[src/include/pmc_pkg.sv]
package pmc_pkg;
  // Power modes held by the controller
  typedef enum logic [3:0] {
    M_RUN,
    M_WAIT,
    M_STOP,
    M_VERY_LOW_POWER_RUN,
    M_VERY_LOW_POWER_WAIT,
    M_VERY_LOW_POWER_STOP,
    M_LOW_LEAKAGE_STOP,
    M_LEAKAGE_STOP_LEVEL3,
    M_LEAKAGE_STOP_LEVEL1,
    M_LEAKAGE_STOP_LEVEL0
  } pmc_mode_e;

  // Register byte offsets
  localparam logic [7:0] OFF_MODE_CTRL = 8'h00;
  localparam logic [7:0] OFF_CLK_GATE  = 8'h04;
  localparam logic [7:0] OFF_STATUS    = 8'h08;

  // Mode control fields
  localparam int         CTRL_VLP_RUN   = 0;
  localparam int         CTRL_DEEP      = 1;
  localparam int         CTRL_STOP_LSB  = 4;
  localparam int         CTRL_BOD_KEEP  = 8;
  localparam int         CTRL_EXT_CLK   = 9;
  localparam int         CTRL_IO_UNLOCK = 12;
  localparam logic [15:0] CTRL_RESET    = 16'h0000;
  localparam logic [15:0] CTRL_MASK     = 16'h0373;
  localparam logic [15:0] GATE_RESET    = 16'h0000;

  // Status fields
  localparam int STAT_MODE_LSB = 0;
  localparam int STAT_WAKEFLAG = 8;
  localparam int STAT_IO_HOLD  = 9;

  // Stop depth selection codes
  localparam logic [2:0] STOP_SEL_NORMAL      = 3'h0;
  localparam logic [2:0] STOP_SEL_LOW_LEAKAGE = 3'h1;
  localparam logic [2:0] STOP_SEL_LEVEL3      = 3'h2;
  localparam logic [2:0] STOP_SEL_LEVEL1      = 3'h3;
  localparam logic [2:0] STOP_SEL_LEVEL0      = 3'h4;

  // Wake source lines: pin, low power timer, real-time clock, oscillator, comparator
  localparam int         WAKE_W          = 5;
  localparam logic [4:0] WAKE_ALL        = 5'h1F;
  localparam logic [4:0] WAKE_LEVEL0_OK  = 5'h07;

  // Per-mode configuration vector positions
  localparam int CFG_W      = 14;
  localparam int CFG_LVD    = 0;
  localparam int CFG_LPO    = 1;
  localparam int CFG_BOD    = 2;
  localparam int CFG_REG_LP = 3;
  localparam int CFG_FREE_RUNNING_CORE_CLOCK   = 4;
  localparam int CFG_SYSCLK = 5;
  localparam int CFG_RAM    = 6;
  localparam int CFG_ASYNC  = 7;
  localparam int CFG_OSC    = 8;
  localparam int CFG_CMP    = 9;
  localparam int CFG_HOLD   = 10;
  localparam int CFG_NESTED_INTERRUPT_CONTROLLER   = 11;
  localparam int CFG_SLEEP  = 12;
  localparam int CFG_DEEP   = 13;

  // Clock rates and derived enable divisors
  localparam int CLK_HZ       = 10_000_000;
  localparam int FLASH_VLP_HZ = 1_000_000;
  localparam int CORE_VLP_HZ  = 4_000_000;
  localparam int BUS_MAX_HZ   = 800_000;
  localparam int FLASH_DIV    = CLK_HZ / FLASH_VLP_HZ;
  localparam int CORE_DIV     = (CLK_HZ + CORE_VLP_HZ - 1) / CORE_VLP_HZ;
  localparam int BUS_DIV      = CLK_HZ / BUS_MAX_HZ + 1;
endpackage

[src/include/pmc_if.sv]
`timescale 1ns/10ps
interface pmc_if (
  input wire logic ref_clk_in,
  input wire logic rstn_in
);
  logic wfi_req;
  logic irq_pend;
  logic wake_ack;
  logic core_sleep;
  logic core_deep;
  logic nested_interrupt_controller_en;
  logic wake_flag;
  logic wake_rst;

  // Power controller end
  modport pmc (
    input  wfi_req,
    input  irq_pend,
    input  wake_ack,
    output core_sleep,
    output core_deep,
    output nested_interrupt_controller_en,
    output wake_flag,
    output wake_rst
  );

  // Processor core end
  modport core (
    output wfi_req,
    output irq_pend,
    output wake_ack,
    input  core_sleep,
    input  core_deep,
    input  nested_interrupt_controller_en,
    input  wake_flag,
    input  wake_rst
  );
endinterface

[src/core/pmc_tick_div.sv]
`timescale 1ns/10ps
module pmc_tick_div #(
  parameter int DIV = 2
) (
  input  wire logic ref_clk_in,
  input  wire logic rstn_in,
  input  wire logic en_in,
  output logic      tick_out
);
  logic [7:0] cnt_q;

  // Count down while enabled and pulse once per period
  always_ff @(posedge ref_clk_in or negedge rstn_in) begin
    if (!rstn_in) begin
      cnt_q    <= 8'h00;
      tick_out <= 1'b0;
    end else if (!en_in) begin
      cnt_q    <= 8'h00;
      tick_out <= 1'b0;
    end else if (cnt_q == 8'h00) begin
      cnt_q    <= 8'(DIV - 1);
      tick_out <= 1'b1;
    end else begin
      cnt_q    <= cnt_q - 8'h01;
      tick_out <= 1'b0;
    end
  end
endmodule

[src/core/pmc_device.sv]
// The implementer's own choices: the APB interface to the registers and the register addresses.
`timescale 1ns/10ps
// What this block does
// - All clock gate bits clear on any reset
// - Software enables gate before using module
// - Software disables module before clearing gate
// - Pin states held in every wait and stop mode
// - Each run mode has wait and stop
// - Wait-for-interrupt enters wait or stop
// - Reset lands in normal run, regulator full
// - Normal wait: core sleeps, interrupts wake
// - Normal stop: retain, voltage detect, async wake
// - Low-power run: slow flash, reduced clocks
// - Low-power wait keeps core clock running
// - Low-power stop: static, async wake, RAM kept
// - Timer and UART need kept clock source
// - Low-leakage stop wakes via wake-up unit
// - Software keeps wake-up interrupt unmasked
// - Leakage level 3 keeps both RAMs
// - Leakage levels 1, 0 power RAMs off
// - Leakage stop wakes through reset flow
// - Level 0: oscillator off, brown-out optional
// - Level 0: only pin, timer, clock wake
module pmc_device (
  input  wire logic        ref_clk_in,
  input  wire logic        rstn_in,
  pmc_if.pmc               lnk,
  input  wire logic        psel_in,
  input  wire logic        penable_in,
  input  wire logic        pwrite_in,
  input  wire logic [7:0]  paddr_in,
  input  wire logic [31:0] pwdata_in,
  output logic [31:0]      prdata_out,
  output logic             pready_out,
  output logic             pslverr_out,
  input  wire logic        async_wakeup_interrupt_ctrl_wake_in,
  input  wire logic [4:0]  wake_src_in,
  input  wire logic        async_clk_src_en_in,
  output logic [15:0]      periph_clk_en_out,
  output logic [3:0]       mode_out,
  output logic             lvd_en_out,
  output logic             lpo_en_out,
  output logic             bod_en_out,
  output logic             regulator_lp_out,
  output logic             free_running_core_clock_en_out,
  output logic             sys_clk_en_out,
  output logic [1:0]       ram_pwr_out,
  output logic             async_periph_en_out,
  output logic             osc_avail_out,
  output logic             cmp_avail_out,
  output logic             io_hold_out,
  output logic             flash_tick_out,
  output logic             core_tick_out,
  output logic             bus_tick_out
);
  pmc_pkg::pmc_mode_e mode_q;
  pmc_pkg::pmc_mode_e mode_d;
  logic [15:0]            ctrl_q;
  logic [15:0]            gate_q;
  logic                   wake_flag_q;
  logic                   wake_rst_q;
  logic                   io_hold_q;
  logic [pmc_pkg::CFG_W-1:0] cfg;
  logic [pmc_pkg::CFG_W-1:0] cfg_nx;
  logic                   wr_en;
  logic                   setup;
  logic                   vllx_wake;
  logic                   lls_wake;
  logic [4:0]             wake_ok;
  logic                   vlp;

  // Register select by byte offset
  function automatic logic hit(input logic [7:0] addr, input logic [7:0] off);
    hit = (addr == off);
  endfunction

  // Per-mode settings of clocks, monitors and memories
  function automatic logic [pmc_pkg::CFG_W-1:0] mode_cfg(input pmc_pkg::pmc_mode_e m,
                                                         input logic bod_keep,
                                                         input logic async_src);
    logic [pmc_pkg::CFG_W-1:0] c;
    c = '0;
    c[pmc_pkg::CFG_LPO]  = 1'b1;
    c[pmc_pkg::CFG_BOD]  = 1'b1;
    c[pmc_pkg::CFG_RAM]  = 1'b1;
    c[pmc_pkg::CFG_OSC]  = 1'b1;
    c[pmc_pkg::CFG_CMP]  = 1'b1;
    c[pmc_pkg::CFG_HOLD] = 1'b1;
    case (m)
      pmc_pkg::M_RUN: begin
        c[pmc_pkg::CFG_LVD]    = 1'b1;
        c[pmc_pkg::CFG_FREE_RUNNING_CORE_CLOCK]   = 1'b1;
        c[pmc_pkg::CFG_SYSCLK] = 1'b1;
        c[pmc_pkg::CFG_NESTED_INTERRUPT_CONTROLLER]   = 1'b1;
        c[pmc_pkg::CFG_HOLD]   = 1'b0;
      end
      pmc_pkg::M_WAIT: begin
        c[pmc_pkg::CFG_LVD]    = 1'b1;
        c[pmc_pkg::CFG_FREE_RUNNING_CORE_CLOCK]   = 1'b1;
        c[pmc_pkg::CFG_SYSCLK] = 1'b1;
        c[pmc_pkg::CFG_NESTED_INTERRUPT_CONTROLLER]   = 1'b1;
        c[pmc_pkg::CFG_SLEEP]  = 1'b1;
      end
      pmc_pkg::M_STOP: begin
        c[pmc_pkg::CFG_LVD]  = 1'b1;
        c[pmc_pkg::CFG_DEEP] = 1'b1;
      end
      pmc_pkg::M_VERY_LOW_POWER_RUN: begin
        c[pmc_pkg::CFG_REG_LP] = 1'b1;
        c[pmc_pkg::CFG_FREE_RUNNING_CORE_CLOCK]   = 1'b1;
        c[pmc_pkg::CFG_SYSCLK] = 1'b1;
        c[pmc_pkg::CFG_NESTED_INTERRUPT_CONTROLLER]   = 1'b1;
        c[pmc_pkg::CFG_HOLD]   = 1'b0;
      end
      pmc_pkg::M_VERY_LOW_POWER_WAIT: begin
        c[pmc_pkg::CFG_REG_LP] = 1'b1;
        c[pmc_pkg::CFG_FREE_RUNNING_CORE_CLOCK]   = 1'b1;
        c[pmc_pkg::CFG_SYSCLK] = 1'b1;
        c[pmc_pkg::CFG_NESTED_INTERRUPT_CONTROLLER]   = 1'b1;
        c[pmc_pkg::CFG_SLEEP]  = 1'b1;
      end
      pmc_pkg::M_VERY_LOW_POWER_STOP: begin
        c[pmc_pkg::CFG_REG_LP] = 1'b1;
        c[pmc_pkg::CFG_DEEP]   = 1'b1;
        c[pmc_pkg::CFG_ASYNC]  = async_src;
      end
      pmc_pkg::M_LOW_LEAKAGE_STOP, pmc_pkg::M_LEAKAGE_STOP_LEVEL3: begin
        c[pmc_pkg::CFG_REG_LP] = 1'b1;
        c[pmc_pkg::CFG_DEEP]   = 1'b1;
      end
      pmc_pkg::M_LEAKAGE_STOP_LEVEL1: begin
        c[pmc_pkg::CFG_RAM]  = 1'b0;
        c[pmc_pkg::CFG_DEEP] = 1'b1;
      end
      pmc_pkg::M_LEAKAGE_STOP_LEVEL0: begin
        c[pmc_pkg::CFG_RAM]  = 1'b0;
        c[pmc_pkg::CFG_DEEP] = 1'b1;
        c[pmc_pkg::CFG_LPO]  = 1'b0;
        c[pmc_pkg::CFG_BOD]  = bod_keep;
        c[pmc_pkg::CFG_OSC]  = 1'b0;
        c[pmc_pkg::CFG_CMP]  = 1'b0;
      end
      default: begin
        c = '0;
      end
    endcase
    mode_cfg = c;
  endfunction

  assign cfg   = mode_cfg(mode_q, ctrl_q[pmc_pkg::CTRL_BOD_KEEP], async_clk_src_en_in);
  assign cfg_nx = mode_cfg(mode_d, 1'b0, 1'b0);
  assign setup = psel_in & ~penable_in;
  assign wr_en = psel_in & penable_in & pready_out & pwrite_in;
  assign vlp   = (mode_q == pmc_pkg::M_VERY_LOW_POWER_RUN);

  // Wake sources allowed by leakage depth
  assign wake_ok   = (mode_q == pmc_pkg::M_LEAKAGE_STOP_LEVEL0) ?
                     (wake_src_in & pmc_pkg::WAKE_LEVEL0_OK) : (wake_src_in & pmc_pkg::WAKE_ALL);
  assign lls_wake  = (mode_q == pmc_pkg::M_LOW_LEAKAGE_STOP) & (|wake_ok);
  assign vllx_wake = ((mode_q == pmc_pkg::M_LEAKAGE_STOP_LEVEL3) |
                      (mode_q == pmc_pkg::M_LEAKAGE_STOP_LEVEL1) |
                      (mode_q == pmc_pkg::M_LEAKAGE_STOP_LEVEL0)) & (|wake_ok);

  // Next mode: entry on wait-for-interrupt, recovery per mode
  always_comb begin
    mode_d = mode_q;
    case (mode_q)
      pmc_pkg::M_RUN, pmc_pkg::M_VERY_LOW_POWER_RUN: begin
        if (lnk.wfi_req) begin
          if (!ctrl_q[pmc_pkg::CTRL_DEEP]) begin
            mode_d = vlp ? pmc_pkg::M_VERY_LOW_POWER_WAIT : pmc_pkg::M_WAIT;
          end else begin
            case (ctrl_q[pmc_pkg::CTRL_STOP_LSB +: 3])
              pmc_pkg::STOP_SEL_LOW_LEAKAGE: mode_d = pmc_pkg::M_LOW_LEAKAGE_STOP;
              pmc_pkg::STOP_SEL_LEVEL3:      mode_d = pmc_pkg::M_LEAKAGE_STOP_LEVEL3;
              pmc_pkg::STOP_SEL_LEVEL1:      mode_d = pmc_pkg::M_LEAKAGE_STOP_LEVEL1;
              pmc_pkg::STOP_SEL_LEVEL0:      mode_d = pmc_pkg::M_LEAKAGE_STOP_LEVEL0;
              default:                       mode_d = vlp ? pmc_pkg::M_VERY_LOW_POWER_STOP : pmc_pkg::M_STOP;
            endcase
          end
        end else if (ctrl_q[pmc_pkg::CTRL_VLP_RUN] != vlp) begin
          mode_d = vlp ? pmc_pkg::M_RUN : pmc_pkg::M_VERY_LOW_POWER_RUN;
        end
      end
      pmc_pkg::M_WAIT: begin
        if (lnk.irq_pend) begin
          mode_d = pmc_pkg::M_RUN;
        end
      end
      pmc_pkg::M_VERY_LOW_POWER_WAIT: begin
        if (lnk.irq_pend) begin
          mode_d = pmc_pkg::M_VERY_LOW_POWER_RUN;
        end
      end
      pmc_pkg::M_STOP: begin
        if (async_wakeup_interrupt_ctrl_wake_in) begin
          mode_d = pmc_pkg::M_RUN;
        end
      end
      pmc_pkg::M_VERY_LOW_POWER_STOP: begin
        if (async_wakeup_interrupt_ctrl_wake_in) begin
          mode_d = pmc_pkg::M_VERY_LOW_POWER_RUN;
        end
      end
      default: begin
        if (lls_wake | vllx_wake) begin
          mode_d = pmc_pkg::M_RUN;
        end
      end
    endcase
  end

  // Mode state register
  always_ff @(posedge ref_clk_in or negedge rstn_in) begin
    if (!rstn_in) begin
      mode_q <= pmc_pkg::M_RUN;
    end else begin
      mode_q <= mode_d;
    end
  end

  // Control register; the reset flow of leakage wake clears it
  always_ff @(posedge ref_clk_in or negedge rstn_in) begin
    if (!rstn_in) begin
      ctrl_q <= pmc_pkg::CTRL_RESET;
    end else if (vllx_wake) begin
      ctrl_q <= pmc_pkg::CTRL_RESET;
    end else if (wr_en && hit(paddr_in, pmc_pkg::OFF_MODE_CTRL)) begin
      ctrl_q <= pwdata_in[15:0] & pmc_pkg::CTRL_MASK;
    end
  end

  // Clock gate enables, cleared by every reset
  always_ff @(posedge ref_clk_in or negedge rstn_in) begin
    if (!rstn_in) begin
      gate_q <= pmc_pkg::GATE_RESET;
    end else if (vllx_wake) begin
      gate_q <= pmc_pkg::GATE_RESET;
    end else if (wr_en && hit(paddr_in, pmc_pkg::OFF_CLK_GATE)) begin
      gate_q <= pwdata_in[15:0];
    end
  end

  // Wake-up unit flag: set on leakage wake, cleared by core or software
  always_ff @(posedge ref_clk_in or negedge rstn_in) begin
    if (!rstn_in) begin
      wake_flag_q <= 1'b0;
    end else if (lls_wake | vllx_wake) begin
      wake_flag_q <= 1'b1;
    end else if (lnk.wake_ack ||
                 (wr_en && hit(paddr_in, pmc_pkg::OFF_STATUS) && pwdata_in[pmc_pkg::STAT_WAKEFLAG])) begin
      wake_flag_q <= 1'b0;
    end
  end

  // Reset-flow pulse and pin hold kept after leakage recovery until unlocked
  always_ff @(posedge ref_clk_in or negedge rstn_in) begin
    if (!rstn_in) begin
      wake_rst_q <= 1'b0;
      io_hold_q  <= 1'b0;
    end else begin
      wake_rst_q <= vllx_wake;
      if (vllx_wake) begin
        io_hold_q <= 1'b1;
      end else if (wr_en && hit(paddr_in, pmc_pkg::OFF_MODE_CTRL) && pwdata_in[pmc_pkg::CTRL_IO_UNLOCK]) begin
        io_hold_q <= 1'b0;
      end
    end
  end

  // APB slave: answer one cycle after setup, error on unmapped offset
  always_ff @(posedge ref_clk_in or negedge rstn_in) begin
    if (!rstn_in) begin
      pready_out  <= 1'b0;
      pslverr_out <= 1'b0;
      prdata_out  <= 32'h0000_0000;
    end else begin
      pready_out  <= setup;
      pslverr_out <= setup & ~(hit(paddr_in, pmc_pkg::OFF_MODE_CTRL) |
                               hit(paddr_in, pmc_pkg::OFF_CLK_GATE) | hit(paddr_in, pmc_pkg::OFF_STATUS));
      prdata_out  <= 32'h0000_0000;
      if (setup && hit(paddr_in, pmc_pkg::OFF_MODE_CTRL)) begin
        prdata_out <= {16'h0000, ctrl_q};
      end else if (setup && hit(paddr_in, pmc_pkg::OFF_CLK_GATE)) begin
        prdata_out <= {16'h0000, gate_q};
      end else if (setup && hit(paddr_in, pmc_pkg::OFF_STATUS)) begin
        prdata_out <= {22'h000000, io_hold_q, wake_flag_q, 4'h0, mode_q};
      end
    end
  end

  // Registered power outputs
  always_ff @(posedge ref_clk_in or negedge rstn_in) begin
    if (!rstn_in) begin
      periph_clk_en_out   <= 16'h0000;
      mode_out            <= 4'h0;
      lvd_en_out          <= 1'b1;
      lpo_en_out          <= 1'b1;
      bod_en_out          <= 1'b1;
      regulator_lp_out    <= 1'b0;
      free_running_core_clock_en_out         <= 1'b1;
      sys_clk_en_out      <= 1'b1;
      ram_pwr_out         <= 2'h3;
      async_periph_en_out <= 1'b0;
      osc_avail_out       <= 1'b1;
      cmp_avail_out       <= 1'b1;
      io_hold_out         <= 1'b0;
    end else begin
      periph_clk_en_out   <= gate_q & {16{cfg[pmc_pkg::CFG_SYSCLK]}};
      mode_out            <= mode_q;
      lvd_en_out          <= cfg[pmc_pkg::CFG_LVD];
      lpo_en_out          <= cfg[pmc_pkg::CFG_LPO];
      bod_en_out          <= cfg[pmc_pkg::CFG_BOD];
      regulator_lp_out    <= cfg[pmc_pkg::CFG_REG_LP];
      free_running_core_clock_en_out         <= cfg[pmc_pkg::CFG_FREE_RUNNING_CORE_CLOCK];
      sys_clk_en_out      <= cfg[pmc_pkg::CFG_SYSCLK];
      ram_pwr_out         <= {2{cfg[pmc_pkg::CFG_RAM]}};
      async_periph_en_out <= cfg[pmc_pkg::CFG_ASYNC];
      osc_avail_out       <= cfg[pmc_pkg::CFG_OSC];
      cmp_avail_out       <= cfg[pmc_pkg::CFG_CMP];
      io_hold_out         <= cfg[pmc_pkg::CFG_HOLD] | io_hold_q;
    end
  end

  // Core-facing link signals
  always_ff @(posedge ref_clk_in or negedge rstn_in) begin
    if (!rstn_in) begin
      lnk.core_sleep <= 1'b0;
      lnk.core_deep  <= 1'b0;
      lnk.nested_interrupt_controller_en    <= 1'b1;
    end else begin
      lnk.core_sleep <= cfg_nx[pmc_pkg::CFG_SLEEP];
      lnk.core_deep  <= cfg_nx[pmc_pkg::CFG_DEEP];
      lnk.nested_interrupt_controller_en    <= cfg_nx[pmc_pkg::CFG_NESTED_INTERRUPT_CONTROLLER];
    end
  end
  assign lnk.wake_flag = wake_flag_q;
  assign lnk.wake_rst  = wake_rst_q;

  // Reduced-rate enables used in low-power run and wait
  pmc_tick_div #(.DIV(pmc_pkg::FLASH_DIV)) u_flash_div (
    .ref_clk_in (ref_clk_in),
    .rstn_in    (rstn_in),
    .en_in      (cfg[pmc_pkg::CFG_REG_LP] & cfg[pmc_pkg::CFG_SYSCLK]),
    .tick_out   (flash_tick_out)
  );
  pmc_tick_div #(.DIV(pmc_pkg::CORE_DIV)) u_core_div (
    .ref_clk_in (ref_clk_in),
    .rstn_in    (rstn_in),
    .en_in      (cfg[pmc_pkg::CFG_REG_LP] & cfg[pmc_pkg::CFG_FREE_RUNNING_CORE_CLOCK] & ~ctrl_q[pmc_pkg::CTRL_EXT_CLK]),
    .tick_out   (core_tick_out)
  );
  pmc_tick_div #(.DIV(pmc_pkg::BUS_DIV)) u_bus_div (
    .ref_clk_in (ref_clk_in),
    .rstn_in    (rstn_in),
    .en_in      (cfg[pmc_pkg::CFG_REG_LP] & cfg[pmc_pkg::CFG_SYSCLK] & ~ctrl_q[pmc_pkg::CTRL_EXT_CLK]),
    .tick_out   (bus_tick_out)
  );
endmodule

[src/flat_wrapper.sv]
// flat-port wrapper written by rule: the top's interface ports become plain ports
module pmc_device_flat 
  (ref_clk_in, rstn_in, psel_in, penable_in, pwrite_in, paddr_in, pwdata_in, prdata_out, pready_out, pslverr_out, async_wakeup_interrupt_ctrl_wake_in, wake_src_in, async_clk_src_en_in, periph_clk_en_out, mode_out, lvd_en_out, lpo_en_out, bod_en_out, regulator_lp_out, free_running_core_clock_en_out, sys_clk_en_out, ram_pwr_out, async_periph_en_out, osc_avail_out, cmp_avail_out, io_hold_out, flash_tick_out, core_tick_out, bus_tick_out, lnk_wfi_req, lnk_irq_pend, lnk_wake_ack, lnk_core_sleep, lnk_core_deep, lnk_nested_interrupt_controller_en, lnk_wake_flag, lnk_wake_rst);
  pmc_if lnk_i (.ref_clk_in(ref_clk_in), .rstn_in(rstn_in));
  input  wire logic ref_clk_in;
  input  wire logic rstn_in;
  input  wire logic psel_in;
  input  wire logic penable_in;
  input  wire logic pwrite_in;
  input  wire logic [7:0] paddr_in;
  input  wire logic [31:0] pwdata_in;
  output logic [31:0] prdata_out;
  output logic pready_out;
  output logic pslverr_out;
  input  wire logic async_wakeup_interrupt_ctrl_wake_in;
  input  wire logic [4:0] wake_src_in;
  input  wire logic async_clk_src_en_in;
  output logic [15:0] periph_clk_en_out;
  output logic [3:0] mode_out;
  output logic lvd_en_out;
  output logic lpo_en_out;
  output logic bod_en_out;
  output logic regulator_lp_out;
  output logic free_running_core_clock_en_out;
  output logic sys_clk_en_out;
  output logic [1:0] ram_pwr_out;
  output logic async_periph_en_out;
  output logic osc_avail_out;
  output logic cmp_avail_out;
  output logic io_hold_out;
  output logic flash_tick_out;
  output logic core_tick_out;
  output logic bus_tick_out;
  input wire logic [$bits(lnk_i.wfi_req)-1:0] lnk_wfi_req;
  input wire logic [$bits(lnk_i.irq_pend)-1:0] lnk_irq_pend;
  input wire logic [$bits(lnk_i.wake_ack)-1:0] lnk_wake_ack;
  output wire logic [$bits(lnk_i.core_sleep)-1:0] lnk_core_sleep;
  output wire logic [$bits(lnk_i.core_deep)-1:0] lnk_core_deep;
  output wire logic [$bits(lnk_i.nested_interrupt_controller_en)-1:0] lnk_nested_interrupt_controller_en;
  output wire logic [$bits(lnk_i.wake_flag)-1:0] lnk_wake_flag;
  output wire logic [$bits(lnk_i.wake_rst)-1:0] lnk_wake_rst;
  assign lnk_i.wfi_req = lnk_wfi_req;
  assign lnk_i.irq_pend = lnk_irq_pend;
  assign lnk_i.wake_ack = lnk_wake_ack;
  assign lnk_core_sleep = lnk_i.core_sleep;
  assign lnk_core_deep = lnk_i.core_deep;
  assign lnk_nested_interrupt_controller_en = lnk_i.nested_interrupt_controller_en;
  assign lnk_wake_flag = lnk_i.wake_flag;
  assign lnk_wake_rst = lnk_i.wake_rst;
  pmc_device u_core (.ref_clk_in(ref_clk_in), .rstn_in(rstn_in), .lnk(lnk_i), .psel_in(psel_in), .penable_in(penable_in), .pwrite_in(pwrite_in), .paddr_in(paddr_in), .pwdata_in(pwdata_in), .prdata_out(prdata_out), .pready_out(pready_out), .pslverr_out(pslverr_out), .async_wakeup_interrupt_ctrl_wake_in(async_wakeup_interrupt_ctrl_wake_in), .wake_src_in(wake_src_in), .async_clk_src_en_in(async_clk_src_en_in), .periph_clk_en_out(periph_clk_en_out), .mode_out(mode_out), .lvd_en_out(lvd_en_out), .lpo_en_out(lpo_en_out), .bod_en_out(bod_en_out), .regulator_lp_out(regulator_lp_out), .free_running_core_clock_en_out(free_running_core_clock_en_out), .sys_clk_en_out(sys_clk_en_out), .ram_pwr_out(ram_pwr_out), .async_periph_en_out(async_periph_en_out), .osc_avail_out(osc_avail_out), .cmp_avail_out(cmp_avail_out), .io_hold_out(io_hold_out), .flash_tick_out(flash_tick_out), .core_tick_out(core_tick_out), .bus_tick_out(bus_tick_out));
endmodule
[config.mk]
export PLATFORM = sky130hd
export DESIGN_NAME = pmc_device_flat
export DESIGN_NICKNAME = d
export VERILOG_FILES = /design/src/include/pmc_pkg.sv /design/src/include/pmc_if.sv /design/src/core/pmc_tick_div.sv /design/src/core/pmc_device.sv /design/src/flat_wrapper.sv
export SDC_FILE = /design/constraint.sdc
export NUM_CORES = 1
export LEC_CHECK = 0
export ABC_AREA = 1
export BUFFER_PORTS_ARGS = -buffer_cell sky130_fd_sc_hd__buf_4
export CAP_MARGIN = 10
export CORE_ASPECT_RATIO = 0.5
export CORE_MARGIN = 5
export CORE_UTILIZATION = 46
export CTS_BUF_LIST = sky130_fd_sc_hd__clkbuf_4 sky130_fd_sc_hd__clkbuf_8 sky130_fd_sc_hd__clkbuf_16
export DETAILED_ROUTE_END_ITERATION = 8
export PLACE_DENSITY = 0.71
export SYNTH_ARGS = -nofsm -noshare
export SYNTH_HDL_FRONTEND = slang
export SYNTH_SLANG_ARGS = --single-unit
[constraint.sdc]
create_clock -name ref_clk_in -period 3.3 [get_ports ref_clk_in]
set_input_delay 0.495 -clock ref_clk_in [delete_from_list [all_inputs] [get_ports ref_clk_in]]
set_output_delay 0.495 -clock ref_clk_in [all_outputs]
set_load 0.005 [all_outputs]
---- Word level (Yosys, flattened, before mapping) ----
Index checks and enable logic that the tools add are counted.
word-level totals
  flip-flop bits (word level) ............. 134
  latch bits .............................. 0
  memory bits (writable) .................. 0
  ROM bits ................................ 0
  bits of input ports ..................... 55
  output and inout bits ................... 74
  logic and storage cells ................. 158
  memories ................................ 0
cells by class
  add/sub/neg operators ................... 3
  multiply operators ...................... 0
  divide/modulo/power cells ............... 0
  $lt $le $gt $ge ......................... 0
  equality and inequality tests ........... 25
  shifts and indexed selects .............. 0
  multiplexer cells ....................... 48
  bitwise gates (word level) .............. 21
  reductions and logical operators ........ 30
operators by type and width
  kind                                                                   number
  16-bit 2-to-1 mux                                                      4
  32-bit 2-to-1 mux                                                      2
  8-bit 2-to-1 mux                                                       6
  4-bit by 3-bit equality test with 1-bit output, second input constant  8
  8-bit zero test                                                        4
  4-bit 2-to-1 mux                                                       8
  8-bit by 1-bit subtractor with 8-bit output, second input constant     3
  4-bit one-hot mux with 5 select lines                                  1
  1-bit 2-to-1 mux                                                       18
  16-bit AND                                                             1
  4-bit by 2-bit equality test with 1-bit output, second input constant  4
  4-bit equality test, second input constant                             4
  4-bit one-hot mux with 4 select lines                                  1
  8-bit OR reduction                                                     2
  1-bit AND                                                              11
  10-bit 2-to-1 mux                                                      1
  5-bit OR reduction                                                     2
  9-bit OR reduction                                                     1
  4-bit by 1-bit equality test with 1-bit output, second input constant  2
  8-bit by 3-bit equality test with 1-bit output, second input constant  1
  8-bit by 4-bit equality test with 1-bit output, second input constant  1
  1-bit logical AND                                                      8
  4-bit zero test                                                        2
  2-bit nonzero test                                                     4
  15 further kinds                                                       28

---- Longest topological paths before layout ----
Gate-level depths: netlist (run 1).
  depth in word-level cells ............... 10
  depth in mapped cells ................... 15

---- Hierarchy ----
A second synthesis (run 1) with hierarchy kept.
unflattened totals
  cell total of the unflattened synthesis .. 540
  area, all modules ....................... 4941.0 um^2
modules (own cells, without submodules)
  module                              times used  cells an instance  area an instance (um^2)  sequential area each (um^2)
  pmc_device                          1           370                3499.6                   2010.7
  pmc_tick_div at u_core.u_core_div   1           60                 490.5                    225.2
  pmc_tick_div at u_core.u_flash_div  1           53                 478.0                    225.2
  pmc_tick_div at u_core.u_bus_div    1           57                 473.0                    225.2

---- Worst setup path before layout (run 1) ----
OpenSTA, ideal clock, no wires.
  path kind ............................... input port to flip-flop
  from .................................... in paddr_in[1]
  to ...................................... reg u_core.gate_q[4]
  setup time .............................. 0.092 ns
  data arrival time ....................... 1.591 ns
  required time ........................... 3.208 ns
  setup slack ............................. 1.617 ns
  stages on the path ...................... 6
  path through ............................ nor3_1 nand3_1 nor2_1 buf_1 nand3_1 o31ai_2
between the ends
  word-level cells in the longest chain between the ends .. 3
RTL lines
  element                                         line                source
  start: declaration                              flat_wrapper.sv:10  input wire logic [7:0] paddr_in;
  8-bit by 3-bit equality test with 1-bit output  pmc_device.sv:74    hit = (addr == off);
  1-bit logical AND                               pmc_device.sv:239   end else if (wr_en && hit(paddr_in, pmc_pkg::OFF_CLK_GATE)) begin
  2-bit nonzero test (no line)                    -
  end signal: assignment                          pmc_device.sv:236   gate_q <= pmc_pkg::GATE_RESET;
  end signal: assignment                          pmc_device.sv:238   gate_q <= pmc_pkg::GATE_RESET;
  end signal: assignment                          pmc_device.sv:240   gate_q <= pwdata_in[15:0];
  end: declaration                                pmc_device.sv:59    logic [15:0] gate_q;
Every way passes these cells.
A chain may end at the register's enable or synchronous reset.

---- Worst setup path after layout (run 1) ----
  from .................................... reg u_core.mode_q[2]
  to ...................................... reg u_core.io_hold_q
between the ends
  word-level cells in the longest chain between the ends .. 5
RTL lines
  element                                                        line                                  source
  start: declaration                                             pmc_device.sv:56                      pmc_pkg::pmc_mode_e mode_q;
  start signal: assignment                                       pmc_device.sv:216                     mode_q <= pmc_pkg::M_RUN;
  start signal: assignment                                       pmc_device.sv:218                     mode_q <= mode_d;
  4-bit equality test (tied with other cells)                    pmc_device.sv:157, pmc_device.sv:162
  5-bit 2-to-1 mux / 1-bit bitwise OR (equally long branches)    pmc_device.sv:157, pmc_device.sv:160
  5-bit OR reduction / 1-bit bitwise OR (equally long branches)  pmc_device.sv:162, pmc_device.sv:161
  1-bit AND (*)                                                  pmc_device.sv:162                     (mode_q == pmc_pkg::M_LEAKAGE_STOP_LEVEL0)) & (|wake_ok);
  1-bit 2-to-1 mux / 2-bit nonzero test (equally long branches)  -
  end signal: assignment                                         pmc_device.sv:260                     io_hold_q <= 1'b0;
  end signal: assignment                                         pmc_device.sv:264                     io_hold_q <= 1'b1;
  end signal: assignment                                         pmc_device.sv:266                     io_hold_q <= 1'b0;
  end: declaration                                               pmc_device.sv:62                      logic io_hold_q;
Every way passes the cells marked *; elsewhere a longest branch is shown, timed or not.

==> impl_metrics.tcl, run 1 <==
set metrics [dict create \
    core-area_mm2 0.0101 \
    slew_violations 0 \
    ys_seq_area_frac 0.575 \
    drv_cap 0 \
    grtUsageTotal 0.174 \
    antenna_cells 0 \
    fillers 893 \
    synth_top_area_share 0.536 \
    grt_max_degree 74 \
    fin_util 0.570 \
    powerDensity_mw_per_mm2 641 \
    finalClockSkew_ps 6.90 \
    whs_ps 258 \
    rsz0062_at_grt "false" \
    cts-resized-gates 0 \
    synth-main-ff-cell "dfrtp_1" \
    post_drt_wl_per_cell_um 14.4 \
    dp_slack_ps 972 \
    worstHoldPathType "input port to async pin" \
    drc 0 \
    cts-root-buf "clkbuf_16" \
    max_clock_freq_mhz 488 \
    intPower_mw 2.48 \
    rows 26 \
    tns_ps 0 \
    dieWidth_um 152 \
    cts_tree "yes" \
    p_comb_frac 0.289 \
    firstDrtPassIters 4 \
    ctsHoldBuffers 0 \
    crit_start "u_core.mode_q[2]$_DFF_PN0_" \
    first_global_vias 3588 \
    antenna_found_initial 0 \
    crit_fanout 24 \
    clk_pin_slew_worst_paths_ps 70 \
    p_sw_frac 0.325 \
    ys_types 44 \
    worst_pin_slew_ps 938 \
    cp-end-kind "register" \
    overflow 0 \
    r2r_slack_ps 1250 \
    dieArea_mm2 0.0124 \
    cts_made_buffers 9 \
    clkSinkCount 107 \
    synth_cells 484 \
    drtAntennaViolNets 0 \
    drt-total-wl_mm 10.4 \
    p_sw_mw 1.19 \
    power.total_mw 3.67 \
    netlist_top_cells_count "dfrtp_1 (100), nor2_1 (80), inv_1 (56), nand2_1 (51), nand3_1 (29)" \
    crit_arrival_ps 2320 \
    start_kind "register" \
    critical_path_class "register to register" \
    finalCritPeriodShare 0.622 \
    vias 3568 \
    nets 640 \
    yosys_register_bits 107 \
    synthArstFlopShare 1.00 \
    vias_per_cell 4.93 \
    layout_setup_ws_ps 1250 \
    start_util 0.464 \
    synth_area_mm2 0.00467 \
    synth_top_cells_by_area "dfrtp_1 (54%), nor2_1 (6.4%), inv_1 (4.5%)" \
    seqPwrFrac 0.424 \
    routabilityCongestion 0.842 \
    required_ps 3570 \
    synth_top_area_cell "dfrtp_1" \
    die_h_um 81.2 \
    relSlewSlack 0.372 \
    ir_drop_v 0.000245 \
    io_buffers 96 \
    r2r_start "u_core.mode_q[2]$_DFF_PN0_" \
    period_needed_ps 2050 \
    ios 129 \
    synth_edf_count 0 \
    status "finished, final reports clean" \
    power.leakage_nw 3.02 \
    clk_latency_ps 350 \
    setup_violations 0 \
    syn2layout_area_growth_pct 22.7 \
    hold_viol 0 \
    synth_most_common_cell "dfrtp_1" \
    ys_warn_count 0 \
    post-cts-setup-buffer-count 0 \
    grt_pass1_wl_mm 17.1 \
    clock_path_buffers 2 \
    clock_power_share 0.287 \
    h-tree-depth 3 \
    syn_avg_cell_area_um2 9.65 \
    place_hpwl_mm 7.56 \
    layout-drive-gt1-share 0.254 \
    drtIter0Drc 243 \
]
placed cells by master, fill, tap and decap left out, types with 3 or more instances in the layout:
cell,count
clkbuf_4,3
or2_2,6
xnor2_1,4
o21ai_0,7
dfrtp_1,100
xor2_1,9
o32ai_1,3
o31ai_2,7
nand4_1,3
nand3_1,29
nor2_2,4
a21oi_1,15
a22oi_1,3
buf_4,99
ha_1,6
o22ai_1,3
inv_1,56
clkbuf_16,9
o31ai_1,7
a31oi_1,3
nor2_1,80
a211oi_1,11
dfstp_2,7
conb_1,16
nor3_1,15
nand2_1,51
inv_2,3
o21ai_1,4
critical path, cell delays in order, from the launching register on:
cell     delay, ps
dfrtp_1        460
inv_1          180
nor2_2         250
o21ai_1        100
or2_4          290
inv_4           90
nand2_8        100
inv_4          260
nor2_1          80
a31oi_1        150
metal layers:
layer	GRT usage	share of wire	vias to the layer above
met3	0.0484	0.058	10
met1	0.209	0.43	1731
li1	-	-	1721
met5	0	0	-
met4	0.0480	0.011	0
met2	0.315	0.50	106
final timing paths:
check	to	depth (start not counted)
max	u_core.io_hold_q$_DFFE_PN0P_	9
min	u_core.lnk.core_sleep$_DFF_PN0_	1
max reg2reg	u_core.io_hold_q$_DFFE_PN0P_	9
min reg2reg	u_core.u_core_div.cnt_q[0]$_DFF_PN0_	1
max in group asynchronous	u_core.periph_clk_en_out[12]$_DFF_PN0_	2
min in group ref_clk_in	u_core.lnk.wake_flag$_DFFE_PN0P_	2
kinds of logic after synthesis:
family                   after synthesis  synth area share
adder cells (fa/ha/maj)                6            0.0161
AND/OR/NAND/NOR                      197             0.187
XOR/XNOR                              13            0.0244
flip-flops                           107             0.575
other                                  1          0.000803
buffers and inverters                 93            0.0951
AO/OA/AOI/OAI                         67             0.102
area by class of cell:
cell class | instances | area (µm²) | share of cell area
sequential | 107 | 2690 | 0.469
multi-input combinational | 299 | 1590 | 0.278
timing repair buffer | 99 | 743 | 0.130
clock buffer | 12 | 248 | 0.0433
inverter | 63 | 241 | 0.0422
tap | 140 | 175 | 0.0306
clock inverter | 3 | 40.0 | 0.00699
flip-flops by register name, indices dropped and copies added (netlist names), 4 cells and up:
signal / count
u_core.periph_clk_en_out: 16
u_core.prdata_out: 16
u_core.mode_out: 4
u_core.mode_q: 4
u_core.u_flash_div.cnt_q: 8
u_core.ctrl_q: 7
u_core.u_bus_div.cnt_q: 8
u_core.u_core_div.cnt_q: 8
u_core.gate_q: 16
power by group through the flow:
stage                     Clock, mW  Combinational, mW  Sequential [mW]
after detailed placement          0               1.06             1.58
after floorplan                   0              0.775             1.55
after global routing           1.13               1.19             1.57
after global placement            0               1.04             1.57
final                          1.05               1.06             1.55
after CTS                      1.07               1.07             1.55
metrics by stage:
step,instance area (µm²),std cells
floorplan,4720,499
global placement,5440,708
detailed placement,5440,708
CTS,5730,723
global route,5730,723
finish,5730,723
Note: power is estimated with default switching activity, not from simulation.
==> run 2, diff against run 1 <==
Settings changed: PLACE_DENSITY 0.71 to 0.73.
Clock period 3.3 ns to 1.85 ns, I/O delays scaled along.
==> run 2 against run 1 <==
Net effect:
- worst hold slack got worse by 140 ps
- die area unchanged
- power increased by 89%
- clock skew increased by 3.5 ps
- cell count increased by 3.7%
- via count decreased by 0.11%
- flip-flop and latch count unchanged
- core utilization increased by 3.0 points
- critical path type unchanged
==> impl_metrics.tcl, run 2 (synthesized netlist as in run 1, its figures left out) <==
set metrics [dict create \
    rsz0062_at_grt "true" \
    vias 3564 \
    cts_tree "yes" \
    r2r_start "u_core.mode_q[0]$_DFF_PN0_" \
    dp_slack_ps 82.6 \
    crit_fanout 5 \
    tns_ps 0 \
    grtUsageTotal 0.172 \
    mostFrequentLayoutCells "buf_4 (121), dfrtp_1 (98), nor2_1 (77)" \
    drtAntennaViolNets 0 \
    ios 129 \
    antenna_cells 0 \
    clkSinkCount 107 \
    r2r_slack_ps 120 \
    cp_slowest_stage_delay_ps 440 \
    p_sw_frac 0.319 \
    power.total_mw 6.94 \
    cts-root-buf "clkbuf_16" \
    worstHoldPathType "input port to register" \
    drv_cap 0 \
    period_needed_ps 1730 \
    post_drt_wl_per_cell_um 13.8 \
    hold_viol 0 \
    first_global_vias 3533 \
    p_sw_mw 2.21 \
    critical_path_class "register to register" \
    crit_family "simple AND/OR/NAND/NOR gates" \
    final_common_cell "buf_4" \
    slew_violations 0 \
    relSlewSlack 0.624 \
    r2r-end "u_core.lnk.core_deep$_DFF_PN0_" \
    min_path_cells 2 \
    crit_arrival_ps 1960 \
    required_ps 2090 \
    cp_cell_sequence "inv_4 -> nor2_4 -> nand2_1 -> nand2_1 -> nand2_1 -> clkinv_1 -> or2_4 -> a21o_1 -> nor2_2 -> nand3_1 -> nand2_2 -> nor2_1" \
    drtIter0Drc 254 \
    clock_power_share 0.283 \
    clk_latency_ps 350 \
    start_util 0.464 \
    layout-drive-gt1-share 0.305 \
    endpoint "u_core.lnk.core_deep$_DFF_PN0_" \
    vias_per_cell 4.75 \
    core-area_mm2 0.0101 \
    io_buffers 96 \
    finalClockSkew_ps 10.4 \
    stdcell_count 750 \
    final_cell_area_mm2 0.00603 \
    max_clock_freq_mhz 579 \
    power.leakage_nw 3.17 \
    h-tree-depth 3 \
    ir_drop_v 0.000515 \
    dieWidth_um 152 \
    grt_pass1_wl_mm 17.0 \
    die_h_um 81.2 \
    critical_path_depth 12 \
    seqPwrFrac 0.398 \
    syn2layout_area_growth_pct 29.3 \
    clk_pin_slew_worst_paths_ps 70 \
    place_hpwl_mm 7.80 \
    cts_made_buffers 9 \
    drt-total-wl_mm 10.3 \
    p_comb_frac 0.319 \
    start_kind "register" \
    overflow 0 \
    dp_cells 730 \
    grt_max_degree 41 \
    cp-end-kind "register" \
    powerDensity_mw_per_mm2 1150 \
    dieArea_mm2 0.0124 \
    rr_worst_depth 12 \
    drc 0 \
    firstDrtPassIters 5 \
    crit_slowest_cell "dfrtp_2" \
    setup_violations 0 \
    rows 26 \
    finalCritPeriodShare 0.934 \
    clock_path_buffers 2 \
    nets 666 \
    path_buf_inv 2 \
    crit_start "u_core.mode_q[0]$_DFF_PN0_" \
    intPower_mw 4.73 \
    cp_common_cell "nand2_1" \
    status "finished, final reports clean" \
    top_regs "u_core.gate_q (16), u_core.periph_clk_en_out (16), u_core.prdata_out (16)" \
    place_area_mm2 0.00564 \
    worst_pin_slew_ps 563 \
    routabilityCongestion 0.852 \
    antenna_found_initial 0 \
    layout_setup_ws_ps 122 \
]
==> run 2: cell types whose count changed in the layout (fill, tap and decap cells not counted), moves of 3 or more <==
cell     change
buf_4       +22
nand2_1      -3
nand2_2      +3
buf_12       +3
nor2_1       -3
==> run 2: worst min-delay path by stage <==
stage                       from                              endpoint  slack [ps]
floorplan                rstn_in  u_core.async_periph_en_out$_DFF_PN0_         -20
global placement         rstn_in            u_core.mode_q[3]$_DFF_PN0_         270
detailed placement       rstn_in            u_core.mode_q[2]$_DFF_PN0_         280
CTS                   penable_in           u_core.pready_out$_DFF_PN0_         110
global route          penable_in           u_core.pready_out$_DFF_PN0_         110
finish              lnk_wake_ack      u_core.lnk.wake_flag$_DFFE_PN0P_         120
==> run 2: power groups by stage <==
stage,clock (mW),sequential [mW],combinational [mW]
after global routing,2.11,2.79,2.46
after CTS,2.01,2.75,2.15
after floorplan,0,2.77,1.38
final,1.97,2.76,2.21
after global placement,0,2.78,2.10
after detailed placement,0,2.79,2.13
==> run 2: repair_timing <==
item / CTS / global route
hold buffers: 1 / 0
resized for setup: 0 / 16
setup endpoints to repair: 0 / 45
endpoints found under the hold margin: 30 / 0
buffers inserted: 0 / 3
==> run 2: cell type report <==
class,instances,area (µm²)
Clock buffer,13,268
Clock inverter,3,46.3
Fill cell,839,4020
Inverter,63,244
Multi-Input combinational cell,299,1630
Sequential cell,107,2690
Tap cell,140,175
Timing Repair Buffer,125,978
==> run 2: metal layers <==
metal	wire length, µm	GRT usage
met1	4650	0.222
met2	5030	0.291
met3	469	0.0442
met4	187	0.0533
met5	0	0
==> run 2: stage by stage <==
stage | utilization | hold slack [ps]
global placement | 0.561 | 272
CTS | 0.594 | 111
finish | 0.600 | 118
global route | 0.600 | 112
floorplan | - | -18.1
detailed placement | 0.561 | 280
==> run 3, diff against run 2 <==
Settings changed: CORE_MARGIN 5 to unset.
==> run 3 against run 2 <==
Net effect:
- sequential share of layout area is 0.17 points higher
- design area shrank 0.37%
- setup slack worse by 57 ps
- clock skew down 5.1 ps
- die area shrank 15%
- critical endpoint is now u_core.gate_q[0]$_DFFE_PN0P_
- routed wire length decreased by 2.2%
- worst hold slack lost 1.7 ps
- register-to-register slack got worse by 60 ps
- power grew 0.12%
- critical path type unchanged
- fmax shrank 3.2%
==> impl_metrics.tcl, run 3 (synthesized netlist as in run 1, its figures left out) <==
set metrics [dict create \
    cts_tree "yes" \
    clkSinkCount 107 \
    h-tree-depth 3 \
    grt_max_degree 47 \
    crit_arrival_ps 2030 \
    hold_viol 0 \
    intPower_mw 4.75 \
    ir_drop_v 0.000597 \
    crit_start "u_core.mode_q[3]$_DFF_PN0_" \
    hold-path-endpoint "u_core.lnk.wake_flag$_DFFE_PN0P_" \
    drv_cap 0 \
    final_common_cell "buf_4" \
    crit_fanout 10 \
    routabilityCongestion 0.847 \
    io_buffers 96 \
    cts-root-buf "clkbuf_16" \
    dieWidth_um 144 \
    firstDrtPassIters 4 \
    drtIter0Drc 220 \
    clk_pin_slew_worst_paths_ps 70 \
    start_util 0.485 \
    max_clock_freq_mhz 560 \
    rsz0062_at_grt "true" \
    p_comb_frac 0.316 \
    rr_worst_depth 12 \
    required_ps 2090 \
    path_buf_inv 5 \
    crit_family "simple AND/OR/NAND/NOR gates" \
    drt-total-wl_mm 10.1 \
    clk_latency_ps 350 \
    finalClockSkew_ps 5.26 \
    stdcell_count 742 \
    clock_power_share 0.288 \
    p_sw_mw 2.20 \
    dp_cells 723 \
    grt_pass1_wl_mm 15.9 \
    finalCritPeriodShare 0.965 \
    power.leakage_nw 3.17 \
    antenna_cells 0 \
    r2r_start "u_core.mode_q[3]$_DFF_PN0_" \
    drtAntennaViolNets 0 \
    groute.layer.met1.usage 0.268 \
    antenna_found_initial 0 \
    whs_ps 116 \
    drc 0 \
    worstHoldPathType "input port to register" \
    post_drt_wl_per_cell_um 13.6 \
    relSlewSlack 0.617 \
    core-area_mm2 0.00963 \
    clock_path_buffers 2 \
    p_sw_frac 0.316 \
    first_global_vias 3326 \
    critical_path_depth 12 \
    grtUsageTotal 0.203 \
    r2r_slack_ps 70 \
    setup_violations 0 \
    place_hpwl_mm 7.33 \
    crit_slowest_cell "dfrtp_2" \
    cp_slowest_stage_delay_ps 430 \
    nets 663 \
    rows 25 \
    busiest_layer "met2" \
    cp_common_cell "nand2_1" \
    r2r-end "u_core.gate_q[0]$_DFFE_PN0P_" \
    cp_cell_sequence "inv_2 -> nor2_2 -> nand2_1 -> nand2_1 -> nand2_1 -> inv_2 -> or2_4 -> inv_4 -> nand2_8 -> inv_6 -> buf_12 -> o31ai_1" \
    top_regs "u_core.gate_q (16), u_core.periph_clk_en_out (16), u_core.prdata_out (16)" \
    min-delay-start "lnk_wake_ack" \
    dieArea_mm2 0.0106 \
    status "finished, final reports clean" \
    die_h_um 73.2 \
    ios 129 \
    mostFrequentLayoutCells "buf_4 (117), dfrtp_1 (98), nor2_1 (78)" \
    seqPwrFrac 0.396 \
    start_kind "register" \
    vias 3590 \
    layout-drive-gt1-share 0.300 \
    powerDensity_mw_per_mm2 1160 \
    slew_violations 0 \
    cp-end-kind "register" \
    worst_pin_slew_ps 574 \
    critical_path_class "register to register" \
    grt_use_met3 0.0538 \
    syn2layout_area_growth_pct 28.8 \
    period_needed_ps 1780 \
    min_path_cells 2 \
    overflow 0 \
    use_met2 0.322 \
    cts_made_buffers 9 \
    vias_per_cell 4.84 \
]
-- run 3: cell types whose count changed in the layout (fill, tap and decap cells not counted), moves of 2 or more --
cell / before / now
buf_4: 121 / 117
clkbuf_8: 2 / 0
inv_4: 3 / 1
clkinv_2: 0 / 4
-- run 3: routing by layer --
layer	share of wire	up-vias
li1	-	1776
met1	0.46	1711
met2	0.48	92
met3	0.047	11
met4	0.012	0
met5	0	-
-- run 3: through the flow --
| step | utilization | setup slack [ps] | total power, mW | cell area, µm² | setup TNS, ps |
|---|---|---|---|---|---|
| after floorplan | - | 217 | 4.15 | 4720 | 0 |
| after global placement | 0.584 | 101 | 4.88 | 5620 | 0 |
| after detailed placement | 0.584 | 35.3 | 4.91 | 5620 | 0 |
| after CTS | 0.617 | 10.4 | 6.94 | 5940 | 0 |
| after global routing | 0.624 | -78.3 | 7.36 | 6010 | -181 |
| final | 0.624 | 65.1 | 6.95 | 6010 | 0 |
-- run 3: worst max path at each step --
stage | slack, ps | end
final | 70 | u_core.gate_q[0]$_DFFE_PN0P_
after global routing | -80 | u_core.lnk.core_deep$_DFF_PN0_
after CTS | 10 | u_core.lnk.core_deep$_DFF_PN0_
after detailed placement | 40 | u_core.lnk.core_deep$_DFF_PN0_
after global placement | 100 | u_core.lnk.core_deep$_DFF_PN0_
after floorplan | 220 | u_core.gate_q[4]$_DFFE_PN0P_
-- run 3: cell type report --
| type | instances | area (µm²) |
|---|---|---|
| sequential | 107 | 2690 |
| tap | 135 | 169 |
| multi-input combinational | 299 | 1640 |
| timing repair buffer | 122 | 960 |
| inverter | 63 | 244 |
| clock buffer | 10 | 233 |
| clock inverter | 6 | 80.1 |
| fill | 811 | 3620 |
-- run 3: what timing repair did --
action,in CTS,in global routing
buffers inserted,0,2
hold endpoints to repair,21,0
setup endpoints to repair,0,44
hold buffers,1,0
resized for setup,0,18
-- run 3: power groups by stage --
stage / Clock, mW / Combinational [mW] / Sequential, mW
2_1_floorplan: 0 / 1.38 / 2.77
3_3_place_gp: 0 / 2.10 / 2.78
3_5_place_dp: 0 / 2.12 / 2.78
4_1_cts: 2.06 / 2.15 / 2.74
5_1_grt: 2.15 / 2.44 / 2.77
6_report: 2.00 / 2.20 / 2.75
